File: config.mk
export PLATFORM = sky130hd
export DESIGN_NAME = rwbc_top
export DESIGN_NICKNAME = d
export VERILOG_FILES = /design/src/rwbc_pkg.sv /design/src/rwbc_cfg_if.sv /design/src/rwbc_latch.sv /design/src/rwbc_top.sv
export VERILOG_INCLUDE_DIRS = /design/src /design/src/src
export SDC_FILE = /design/constraint.sdc
export NUM_CORES = 1
export LEC_CHECK = 0
export BUFFER_PORTS_ARGS = -buffer_cell sky130_fd_sc_hd__buf_4
export CAP_MARGIN = 10
export CORE_MARGIN = 2
export CORE_UTILIZATION = 42
export CTS_BUF_LIST = sky130_fd_sc_hd__clkbuf_2
export CTS_CLUSTER_SIZE = 30
export DETAILED_ROUTE_END_ITERATION = 10
export PLACE_DENSITY = 0.59
export SYNTH_ARGS = -nofsm -noshare
export SYNTH_HDL_FRONTEND = slang
export SYNTH_SLANG_ARGS = --single-unit
File: constraint.sdc
create_clock -name i_clk_sys -period 12.83 [get_ports i_clk_sys]
set_input_delay 0 -clock i_clk_sys [delete_from_list [all_inputs] [get_ports i_clk_sys]]
set_output_delay 0 -clock i_clk_sys [all_outputs]
set_load 0.01 [all_outputs]
File: src/rwbc_map.svh
`ifndef RWBC_MAP_SVH
`define RWBC_MAP_SVH

`define RWBC_ADDR_W 4
`define RWBC_OFS_ATTR_MAIN 4'h0
`define RWBC_OFS_ATTR_SECOND 4'h1
`define RWBC_OFS_BASE 4'h2
`define RWBC_OFS_REGION 4'h3
`define RWBC_OFS_IRQ_FLAGS 4'h4
`define RWBC_OFS_IRQ_MASK 4'h5
`define RWBC_OFS_PORT_FLAGS 4'h6
`define RWBC_OFS_STATUS 4'h7
`define RWBC_OFS_FRAME_CNT 4'h8

`define RWBC_BIT_ENABLE 0
`define RWBC_BIT_REGION 0
`define RWBC_BIT_PORT_VSYNC 1
`define RWBC_BIT_WB_SYNC 4
`define RWBC_BIT_REGION_DONE 5

`define RWBC_RST_WORD 32'h0000_0000
`define RWBC_CNT_W 16

`endif

File: src/rwbc_pkg.sv
package rwbc_pkg;
	typedef enum logic [1:0] {
		RWBC_IDLE = 2'b00,
		RWBC_FULL = 2'b01,
		RWBC_REGION = 2'b11,
		RWBC_DONE = 2'b10
	} rwbc_phase_t;

	typedef struct packed {
		logic [31:0] base;
		logic [31:0] region;
	} rwbc_cfg_t;
endpackage

File: src/rwbc_cfg_if.sv
`timescale 1ns/1ps
interface rwbc_cfg_if;
	logic frame_start;
	logic region_sel;
	rwbc_pkg::rwbc_cfg_t shadow;
	rwbc_pkg::rwbc_cfg_t active;
	logic active_region;
	modport ctl (output frame_start, output region_sel, output shadow,
		input active, input active_region);
	modport lat (input frame_start, input region_sel, input shadow,
		output active, output active_region);
endinterface

File: src/rwbc_latch.sv
`timescale 1ns/1ps
module rwbc_latch (
	input wire logic i_clk_sys,
	input wire logic i_rst,
	input wire logic i_hold,
	rwbc_cfg_if.lat cfg
);
	typedef struct packed {
		rwbc_pkg::rwbc_cfg_t active;
		logic region;
		logic region_d;
	} rwbc_latch_st_t;

	rwbc_latch_st_t st;
	rwbc_latch_st_t next_st;

	always_comb begin
		next_st = st;
		if (cfg.frame_start) begin
			if (!i_hold) begin
				next_st.active = cfg.shadow;
			end
			next_st.region_d = cfg.region_sel;
			next_st.region = st.region_d;
		end
	end

	always_ff @(posedge i_clk_sys or posedge i_rst) begin
		if (i_rst) begin
			st <= '0;
		end else begin
			st <= next_st;
		end
	end

	assign cfg.active = st.active;
	assign cfg.active_region = st.region;
endmodule

File: src/rwbc_top.sv
`timescale 1ns/1ps
`include "rwbc_map.svh"
module rwbc_top (
	input wire logic i_clk_sys,
	input wire logic i_rst,
	input wire logic [`RWBC_ADDR_W-1:0] i_avs_address,
	input wire logic i_avs_read,
	input wire logic i_avs_write,
	input wire logic [31:0] i_avs_writedata,
	input wire logic [3:0] i_avs_byteenable,
	input wire logic i_frame_start,
	input wire logic i_region_end,
	input wire logic i_frame_end,
	input wire logic i_port_vsync,
	output logic [31:0] o_avs_readdata,
	output logic o_avs_waitrequest,
	output logic o_irq,
	output logic o_wb_active,
	output logic o_wb_region_mode,
	output logic [31:0] o_wb_base,
	output logic [31:0] o_wb_region
);
	typedef struct packed {
		// Two sync stages, third feeds edge detect
		logic [2:0] fs_sync;
		logic [2:0] re_sync;
		logic [2:0] fe_sync;
		logic [2:0] pv_sync;
		logic enable;
		logic region_sel;
		rwbc_pkg::rwbc_cfg_t shadow;
		logic shadow_late;
		logic [5:0] flags;
		logic [5:0] mask;
		rwbc_pkg::rwbc_phase_t phase;
		logic [`RWBC_CNT_W-1:0] frames;
		logic ack;
		logic [31:0] rdata;
		logic irq;
		logic region_mode;
		logic fs_d;
		logic wait_req;
		logic wb_active;
	} rwbc_st_t;

	rwbc_st_t st;
	rwbc_st_t next_st;
	rwbc_cfg_if cfg ();

	function automatic logic [31:0] rwbc_merge(input logic [31:0] old,
			input logic [31:0] wd, input logic [3:0] be);
		logic [31:0] r;
		r = old;
		for (int i = 0; i < 4; i++) begin
			if (be[i]) begin
				r[i*8 +: 8] = wd[i*8 +: 8];
			end
		end
		return r;
	endfunction

	function automatic logic rise(input logic [2:0] s);
		return s[1] & ~s[2];
	endfunction

	// Frame data is flowing in these phases
	function automatic logic rwbc_writing(
			input rwbc_pkg::rwbc_phase_t p);
		return p == rwbc_pkg::RWBC_FULL || p == rwbc_pkg::RWBC_REGION;
	endfunction

	logic fs;
	logic re;
	logic fe;
	logic pv;
	logic acc;
	logic wr;
	logic rd;
	logic [5:0] ev;
	logic [31:0] wdm;

	always_comb begin
		fs = rise(st.fs_sync) & st.enable;
		re = rise(st.re_sync) & st.enable & cfg.active_region;
		fe = rise(st.fe_sync) & st.enable;
		pv = rise(st.pv_sync);
		acc = (i_avs_read | i_avs_write) & ~st.ack;
		wr = i_avs_write & acc;
		rd = i_avs_read & acc;
		wdm = '0;
		ev = '0;
		ev[`RWBC_BIT_PORT_VSYNC] = pv;
		ev[`RWBC_BIT_WB_SYNC] = fs;
		ev[`RWBC_BIT_REGION_DONE] = re;
		next_st = st;
		next_st.fs_sync = {st.fs_sync[1:0], i_frame_start};
		next_st.re_sync = {st.re_sync[1:0], i_region_end};
		next_st.fe_sync = {st.fe_sync[1:0], i_frame_end};
		next_st.pv_sync = {st.pv_sync[1:0], i_port_vsync};
		next_st.ack = acc;
		next_st.wait_req = ~acc;
		// Latch updates on fs; mode reads it one cycle on
		next_st.fs_d = fs;
		next_st.rdata = '0;
		if (fs) begin
			next_st.frames = st.frames + 1'b1;
			next_st.shadow_late = 1'b0;
		end
		// mode from the select latched one frame start earlier
		if (st.fs_d) begin
			next_st.region_mode = cfg.active_region;
			next_st.phase = cfg.active_region ? rwbc_pkg::RWBC_REGION
				: rwbc_pkg::RWBC_FULL;
		end else if (re && st.phase == rwbc_pkg::RWBC_REGION) begin
			next_st.phase = rwbc_pkg::RWBC_DONE;
		end else if (fe) begin
			next_st.phase = rwbc_pkg::RWBC_IDLE;
		end
		if (!st.enable) begin
			next_st.phase = rwbc_pkg::RWBC_IDLE;
		end
		next_st.wb_active = rwbc_writing(next_st.phase);
		// Writes commit on the accepted cycle
		if (wr) begin
			case (i_avs_address)
				`RWBC_OFS_ATTR_MAIN: begin
					wdm = rwbc_merge({31'h0, st.enable}, i_avs_writedata,
						i_avs_byteenable);
					next_st.enable = wdm[`RWBC_BIT_ENABLE];
				end
				`RWBC_OFS_ATTR_SECOND: begin
					wdm = rwbc_merge({31'h0, st.region_sel}, i_avs_writedata,
						i_avs_byteenable);
					next_st.region_sel = wdm[`RWBC_BIT_REGION];
				end
				`RWBC_OFS_BASE: begin
					next_st.shadow.base = rwbc_merge(st.shadow.base,
						i_avs_writedata, i_avs_byteenable);
					next_st.shadow_late = st.flags[`RWBC_BIT_WB_SYNC];
				end
				`RWBC_OFS_REGION: begin
					next_st.shadow.region = rwbc_merge(st.shadow.region,
						i_avs_writedata, i_avs_byteenable);
					next_st.shadow_late = st.flags[`RWBC_BIT_WB_SYNC];
				end
				`RWBC_OFS_IRQ_MASK: begin
					wdm = rwbc_merge({26'h0, st.mask}, i_avs_writedata,
						i_avs_byteenable);
					next_st.mask = wdm[5:0];
				end
				default: begin
					next_st.mask = st.mask;
				end
			endcase
		end
		if (rd) begin
			case (i_avs_address)
				`RWBC_OFS_ATTR_MAIN: next_st.rdata = {31'h0, st.enable};
				`RWBC_OFS_ATTR_SECOND: next_st.rdata = {31'h0, st.region_sel};
				`RWBC_OFS_BASE: next_st.rdata = st.shadow.base;
				`RWBC_OFS_REGION: next_st.rdata = st.shadow.region;
				`RWBC_OFS_IRQ_FLAGS: next_st.rdata = {26'h0, st.flags};
				`RWBC_OFS_IRQ_MASK: next_st.rdata = {26'h0, st.mask};
				`RWBC_OFS_PORT_FLAGS: begin
					next_st.rdata = {30'h0, st.flags[`RWBC_BIT_PORT_VSYNC],
						1'b0};
				end
				`RWBC_OFS_STATUS: begin
					next_st.rdata = {27'h0, st.shadow_late, st.region_mode,
						st.phase, st.enable};
				end
				`RWBC_OFS_FRAME_CNT: begin
					next_st.rdata = {{(32-`RWBC_CNT_W){1'b0}}, st.frames};
				end
				default: next_st.rdata = `RWBC_RST_WORD;
			endcase
		end
		if (rd && i_avs_address == `RWBC_OFS_IRQ_FLAGS) begin
			next_st.flags = ev;
		end else begin
			next_st.flags = st.flags | ev;
		end
		// Level irq from the flags being stored
		next_st.irq = |(next_st.flags & next_st.mask);
	end

	always_ff @(posedge i_clk_sys or posedge i_rst) begin
		if (i_rst) begin
			st <= '0;
			// Bus stalls while reset is held
			st.wait_req <= 1'b1;
		end else begin
			st <= next_st;
		end
	end

	assign cfg.frame_start = fs;
	assign cfg.region_sel = st.region_sel;
	assign cfg.shadow = st.shadow;

	// Holds the active config, late writes kept back
	rwbc_latch u_latch (
		.i_clk_sys(i_clk_sys),
		.i_rst(i_rst),
		.i_hold(st.shadow_late),
		.cfg(cfg)
	);

	assign o_avs_readdata = st.rdata;
	assign o_avs_waitrequest = st.wait_req;
	assign o_irq = st.irq;
	assign o_wb_active = st.wb_active;
	assign o_wb_region_mode = st.region_mode;
	assign o_wb_base = cfg.active.base;
	assign o_wb_region = cfg.active.region;
endmodule

==> results of run 1 <==
[cell usage after synthesis (2+ instances only)]
cell      count  area [sq um]
o21a_1        2          15.0
a22o_1        5          43.8
mux2_2      138          1550
buf_1         3          11.3
buf_4        97           728
nand4_1       3          18.8
xnor2_1      12           105
a32oi_1       3          26.3
mux2i_1      30           300
a21oi_1      17          85.1
buf_2         2          10.0
o21ai_0       6          30.0
nor2_1       54           203
a222oi_1      3          30.0
xor2_1        3          26.3
nand3b_1      3          22.5
and2_1        4          25.0
and3_1        3          18.8
nand2_1      29           109
inv_1         4          15.0
nor2b_1       4          25.0
dfrtp_1     211          5280
nand3_1      17          85.1
clkbuf_1     18          67.6
[cell usage in the layout, fill, tap and decap left out, types with 2 or more instances in the layout]
| cell type | instances |
|---|---|
| o21ai_0 | 6 |
| nor2b_1 | 4 |
| a32oi_1 | 3 |
| o21a_1 | 2 |
| nand3b_1 | 3 |
| and3_1 | 3 |
| a21oi_1 | 17 |
| and2_1 | 4 |
| xor2_1 | 3 |
| nand4_1 | 3 |
| a222oi_1 | 3 |
| mux2i_1 | 30 |
| nand3_1 | 17 |
| mux2_2 | 138 |
| dfrtp_1 | 211 |
| clkinv_1 | 12 |
| buf_4 | 150 |
| a22o_1 | 5 |
| inv_1 | 3 |
| diode_2 | 2 |
| nand2_1 | 29 |
| clkbuf_2 | 80 |
| nor2_1 | 53 |
| xnor2_1 | 12 |
| dlygate4sd3_1 | 95 |
[worst max path at each step]
stage	end	slack (ns)	startpoint	cells past startpoint
floorplan	cfg.region_sel	7.04	i_rst	1
global placement	u_latch.cfg.active[56]	10.14	st[134]	4
detailed placement	u_latch.cfg.active[28]	10.08	st[134]	4
CTS	cfg.shadow[57]	9.71	i_avs_address[1]	9
global route	cfg.shadow[59]	9.47	i_avs_address[1]	9
finish	cfg.shadow[57]	9.63	i_avs_address[1]	9
[worst reg2reg max path: cells and delay by family, from the launching register on]
family / cells / cell delay [ns]
buffers and inverters: 1 / 0.70
muxes: 1 / 0.34
and+or+nand+nor: 2 / 0.74
AOI/OAI and AO/OA: 2 / 0.52
DFF: 1 / 0.43
[layer usage]
metal	vias to the layer above	GRT usage, %	wire, microns
met2	159	29.3	9690
met1	2884	24.2	8980
li1	2680	-	-
met4	0	6.12	412
met3	37	4.46	1190
met5	-	0	0
[cells by family (layout without fill, tap and decap cells)]
group | after synthesis | count (layout) | synth area share (%)
multiplexers | 170 | 170 | 20.9
adder cells (fa/ha/maj) | 1 | 1 | 0.138
other | 0 | 2 | 0
flip-flops | 212 | 212 | 58.6
AND/OR/NAND/NOR | 127 | 127 | 6.66
XOR/XNOR | 15 | 15 | 1.45
buffers and inverters | 125 | 344 | 9.23
AO/OA/AOI/OAI | 41 | 41 | 3.00
[stage by stage]
step           cells  instance area (sq um)
2_1_floorplan    691                   9050
6_report        1187                  11200
3_3_place_gp     996                   9730
4_1_cts         1185                  11200
5_1_grt         1187                  11200
3_5_place_dp     996                   9730
[timing repair]
| item | CTS | global route |
|---|---|---|
| resized for setup | 0 | 0 |
| hold endpoints to repair | 250 | 0 |
| hold buffers | 95 | 0 |
| setup buffers | 0 | 0 |
[layout make-up]
type / count / area, sq um
Tap cell: 275 / 344
Fill cell: 1868 / 9920
Multi-Input combinational cell: 354 / 2920
Antenna cell: 2 / 5.00
Clock inverter: 14 / 80.1
Clock buffer: 80 / 400
Sequential cell: 212 / 5310
Timing Repair Buffer: 245 / 2080
Inverter: 5 / 26.3
[state kept, by name, indices dropped and copies added (netlist names), 8 cells and up]
signal / count
o_avs_readdata: 32
next_st: 8
st: 38
u_latch.cfg.active: 64
cfg.shadow: 64
[where the power goes]
group	switching (mW)	leakage, nW	internal (mW)
clock network	0.268	0.372	0.185
logic	0.118	2.41	0.173
registers	0.0697	2.84	0.762
==> impl_metrics.csv, run 1 <==
group,metric,value,unit
timing,min_period,3.20,ns
worst_hold_path,worstHoldStart,"i_avs_write",
timing,finalSetupViolations,0,
timing,worst_slew_pin_slew,0.990,ns
timing,setup_slack,9.63,ns
worst_hold_path,holdCritPathClass,"in -> reg",
setup_path,crit_path_end_kind,"register",
timing,fmax,0.312,GHz
timing,final.setup.tns,0,ns
synth,syn_area,0.00905,sq mm
pwr,design_power_total,1.58,mW
outcome,status,"completed",
die,coreArea,0.0211,sq mm
finish,final_core_util,52.9,%
setup_path,rrSetupSlack,10.00,ns
clocking,cts_root_buf,"clkbuf_2",
drt,drt-initial-drc-count,194,
timing,slew_headroom,34.0,%
timing,clock_skew,0.0399,ns
clocking,htree_levels,2,
drt,vias,5760,
setup_path,required,13.50,ns
setup_path,path_delay_family,"buffers and inverters",
setup_path,crit_path_max_fanout,20,
clocking,cts_buffers,55,
synth,synth_nets,740,
setup_path,slowest_delay,0.77,ns
global_route,antenna_found_initial,1,
synth,synth_edf_count,0,
die,dieWidth,151,microns
die,rows,53,
clocking,cts.sinks,212,
die,die_area,0.0227,sq mm
timing,final.period_utilization,25.0,%
drt,via_per_inst,4.85,
die,die_h,151,microns
clocking,clockBufferDepth,3,
drt,remaining_drc_errors,0,
placement,place_hpwl,13.2,mm
pwr,vdd_ir_drop_max,0.0000855,V
pwr,p_leak,5.62,nW
synth,synth_ff_type,"dfrtp_1",
synth,synth.avg_cell_area,13.1,sq um
timing,slew_viol_final,0,
placement,io_buffers,147,
clocking,clock_latency,0.81,ns
setup_path,worstPathArrival,3.88,ns
die,start_util,42.9,%
global_route,grt_pass1_vias,6095,
placement,routabilityCongestion,0.805,
pwr,p_per_area,141,mW/mm^2
setup_path,r2r_cells,6,
die,io-pin-count,148,
setup_path,cp_cell_sequence,"dlygate4sd3_1 > buf_4 > nor3b_2 > dlygate4sd3_1 > and2_1 > nor2b_1 > nand2_1 > mux2_2 > dlygate4sd3_1",
drt,post_drt_wl_per_cell,17.1,microns
clocking,clk_pin_slew_worst_paths,0.11,ns
global_route,gr-total-overflow,0,
timing,rsz0062_at_grt,"false",
finish,syn_to_final_growth,23.3,%
setup_path,worstReg2RegEnd,"o_irq",
drt,firstDrtPassIters,4,
worst_hold_path,min_to,"st[37]",
placement,place_ws,10.08,ns
synth,yosysWarnings,0,
drt,ant_nets,0,
synth,synth_cell_types,44,
timing,holdWs,0.0968,ns
global_route,grt_usage,18.2,%
setup_path,cpMostUsedCell,"dlygate4sd3_1",
drt,finalWirelength,20.3,mm
synth,ys_ff_latch,212,
finish,drive_above_1_share,41.9,%
clocking,cts_tree,"done",
synth,yosysSeqAreaShare,58.6,%
global_route,grt_pass1_wl,32.0,mm
global_route,grt_max_degree,134,
timing,hold_viol_final,0,
synth,synth_cells,691,
synth,synthArstFlopShare,100,%
flow_run,maxCapViolCount,0,
setup_path,cp-start-kind,"primary input",
finish,final_nets,922,
setup_path,path_buf_inv,4,
worst_hold_path,min_path_cells,4,
setup_path,worstSetupPathType,"in -> reg",
setup_path,crit_slowest_cell,"dlygate4sd3_1",
setup_path,timing.rr.start,"st[37]",
(Power assumes the default switching activity.)
==> run 2: changes to the inputs <==
==> constraint.sdc (replaced) <==
create_clock -name i_clk_sys -period 3.13 [get_ports i_clk_sys]
set_input_delay 0 -clock i_clk_sys [delete_from_list [all_inputs] [get_ports i_clk_sys]]
set_output_delay 0 -clock i_clk_sys [all_outputs]
set_load 0.01 [all_outputs]
==> impl_metrics.csv, run 2 (synthesis gave the netlist of run 1 again) <==
group,metric,value,unit
clocking,clockBufferDepth,3,
timing,min_period,3.11,ns
finish,final_cell_mix,"dfrtp_1 (211), buf_4 (152), mux2_2 (138), dlygate4sd3_1 (101), clkbuf_2 (78)",
timing,hold_viol_final,0,
finish,final_common_cell,"dfrtp_1",
worst_hold_path,holdCritPathClass,"in -> reg",
clocking,cts.sinks,212,
finish,fillers,1864,
flow_run,maxCapViolCount,0,
global_route,gr-total-overflow,0,
worst_hold_path,min_path_cells,4,
clocking,cts_root_buf,"clkbuf_2",
clocking,htree_levels,2,
setup_path,timing.rr.start,"st[37]",
placement,dp_cells,1001,
global_route,grt_pass1_wl,32.7,mm
global_route,grt_usage,18.3,%
die,die_area,0.0227,sq mm
setup_path,setup.worst_path.end,"cfg.shadow[34]",
setup_path,cpMostUsedCell,"dlygate4sd3_1",
timing,slew_headroom,40.7,%
timing,worst_slew_pin_slew,0.886,ns
timing,slew_viol_final,0,
timing,rsz0062_at_grt,"false",
outcome,status,"completed",
timing,final.setup.tns,0,ns
setup_path,rrSetupSlack,0.42,ns
timing,setup_slack,0.0182,ns
global_route,grt_max_degree,76,
placement,place_hpwl,13.7,mm
global_route,antenna_found_initial,1,
drt,post_drt_wl_per_cell,17.1,microns
die,io-pin-count,148,
pwr,switchingPower,1.88,mW
clocking,clock_latency,0.81,ns
drt,vias,5887,
clocking,cts_setup_buffers,0,
clocking,clk_pin_slew_worst_paths,0.12,ns
global_route,grt_pass1_vias,6382,
die,die_h,151,microns
setup_path,required,3.82,ns
drt,remaining_drc_errors,0,
setup_path,crit_slowest_cell,"dlygate4sd3_1",
placement,place_ws,0.851,ns
setup_path,crit_start,"i_avs_address[1]",
placement,io_buffers,147,
drt,finalWirelength,20.5,mm
setup_path,cp-start-kind,"primary input",
pwr,p_per_area,580,mW/mm^2
clocking,cts_buffers,54,
drt,ant_nets,0,
finish,drive_above_1_share,41.7,%
finish,stdcell_count,1199,
pwr,vdd_ir_drop_max,0.000269,V
drt,drt-initial-drc-count,256,
die,dieWidth,151,microns
drt,firstDrtPassIters,5,
finish,postLayoutCellArea,0.0113,sq mm
setup_path,worstPathArrival,3.80,ns
pwr,switching_share,28.7,%
setup_path,slowest_delay,0.74,ns
placement,place_area,0.00980,sq mm
finish,syn_to_final_growth,25.1,%
pwr,p_seq_share,51.9,%
setup_path,crit_path_max_fanout,20,
pwr,clock_power_share,29.5,%
setup_path,worstSetupPathType,"in -> reg",
pwr,p_int,4.69,mW
pwr,p_leak,5.70,nW
die,rows,53,
placement,routabilityCongestion,0.833,
pwr,p_comb_share,18.6,%
timing,clock_skew,0.0653,ns
setup_path,r2r_cells,6,
setup_path,crit_path_end_kind,"register",
die,start_util,42.9,%
timing,fmax,0.321,GHz
timing,finalSetupViolations,0,
clocking,cts_tree,"done",
die,coreArea,0.0211,sq mm
setup_path,worstReg2RegEnd,"cfg.shadow[34]",
drt,via_per_inst,4.91,
finish,final_nets,932,
setup_path,cp_cell_sequence,"dlygate4sd3_1 > buf_4 > nor3b_2 > dlygate4sd3_1 > and2_1 > nor2b_1 > nand2_1 > mux2_2 > dlygate4sd3_1",
timing,final.period_utilization,99.4,%
==> run 2: cell count changes in the layout (fill, tap and decap cells not counted), sizes merged <==
cell         delta
clkinv          +4
inv             -2
bufinv          +1
dlygate4sd3     +6
diode           -1
buf             +5
clkbuf          -2
clkinvlp        +1
==> run 2: area by class of cell <==
cell class | count | area (sq um) | area share (%)
timing repair buffer | 256 | 2210 | 19.5
sequential | 212 | 5310 | 46.9
multi-input combinational | 354 | 2920 | 25.8
inverter | 5 | 22.5 | 0.199
clock inverter | 18 | 123 | 1.08
antenna | 1 | 2.50 | 0.0221
clock buffer | 78 | 390 | 3.45
tap | 275 | 344 | 3.04
==> run 2: power groups by stage <==
stage          logic [mW]  registers (mW)  clock network [mW]
2_1_floorplan       0.899            3.34                   0
3_3_place_gp         1.09            3.45                   0
3_5_place_dp         1.11            3.47                   0
4_1_cts              1.24            3.41                2.02
5_1_grt              1.33            3.46                2.18
6_report             1.22            3.41                1.94
==> run 2: metrics by stage <==
step / util (%) / total power [mW] / hold slack [ns]
floorplan: - / 4.24 / 0.0314
global placement: 46.5 / 4.54 / 0.0368
detailed placement: 46.5 / 4.58 / 0.0447
CTS: 53.6 / 6.67 / 0.0197
global route: 53.7 / 6.98 / 0.0735
finish: 53.7 / 6.57 / 0.143
==> run 2: routing by layer <==
layer | GRT usage (%) | wire [microns] | vias to the layer above
li1 | - | - | 2705
met1 | 24.2 | 8960 | 2970
met2 | 30.0 | 10000 | 173
met3 | 4.10 | 1090 | 39
met4 | 6.59 | 461 | 0
met5 | 0 | 0 | -
==> run 2: timing repair <==
item,4_1_cts,5_1_grt
resized for setup,0,0
endpoints found under the hold margin,326,1
hold buffers,100,1
==> run 2: critical path: cells and delay by family <==
family / cells / cell delay, ns
muxes: 1 / 0.39
buffers and inverters: 4 / 2.09
and+or+nand+nor: 4 / 1.34
==> run 2: worst min path at each step <==
stage | from | to | slack (ns)
after floorplan | i_port_vsync | next_st[136] | 0.03
after global placement | i_rst | st[51] | 0.04
after detailed placement | i_rst | st[51] | 0.04
after CTS | i_avs_writedata[6] | cfg.shadow[38] | 0.02
after global routing | i_avs_byteenable[0] | st[134] | 0.07
final | i_avs_byteenable[0] | st[134] | 0.14
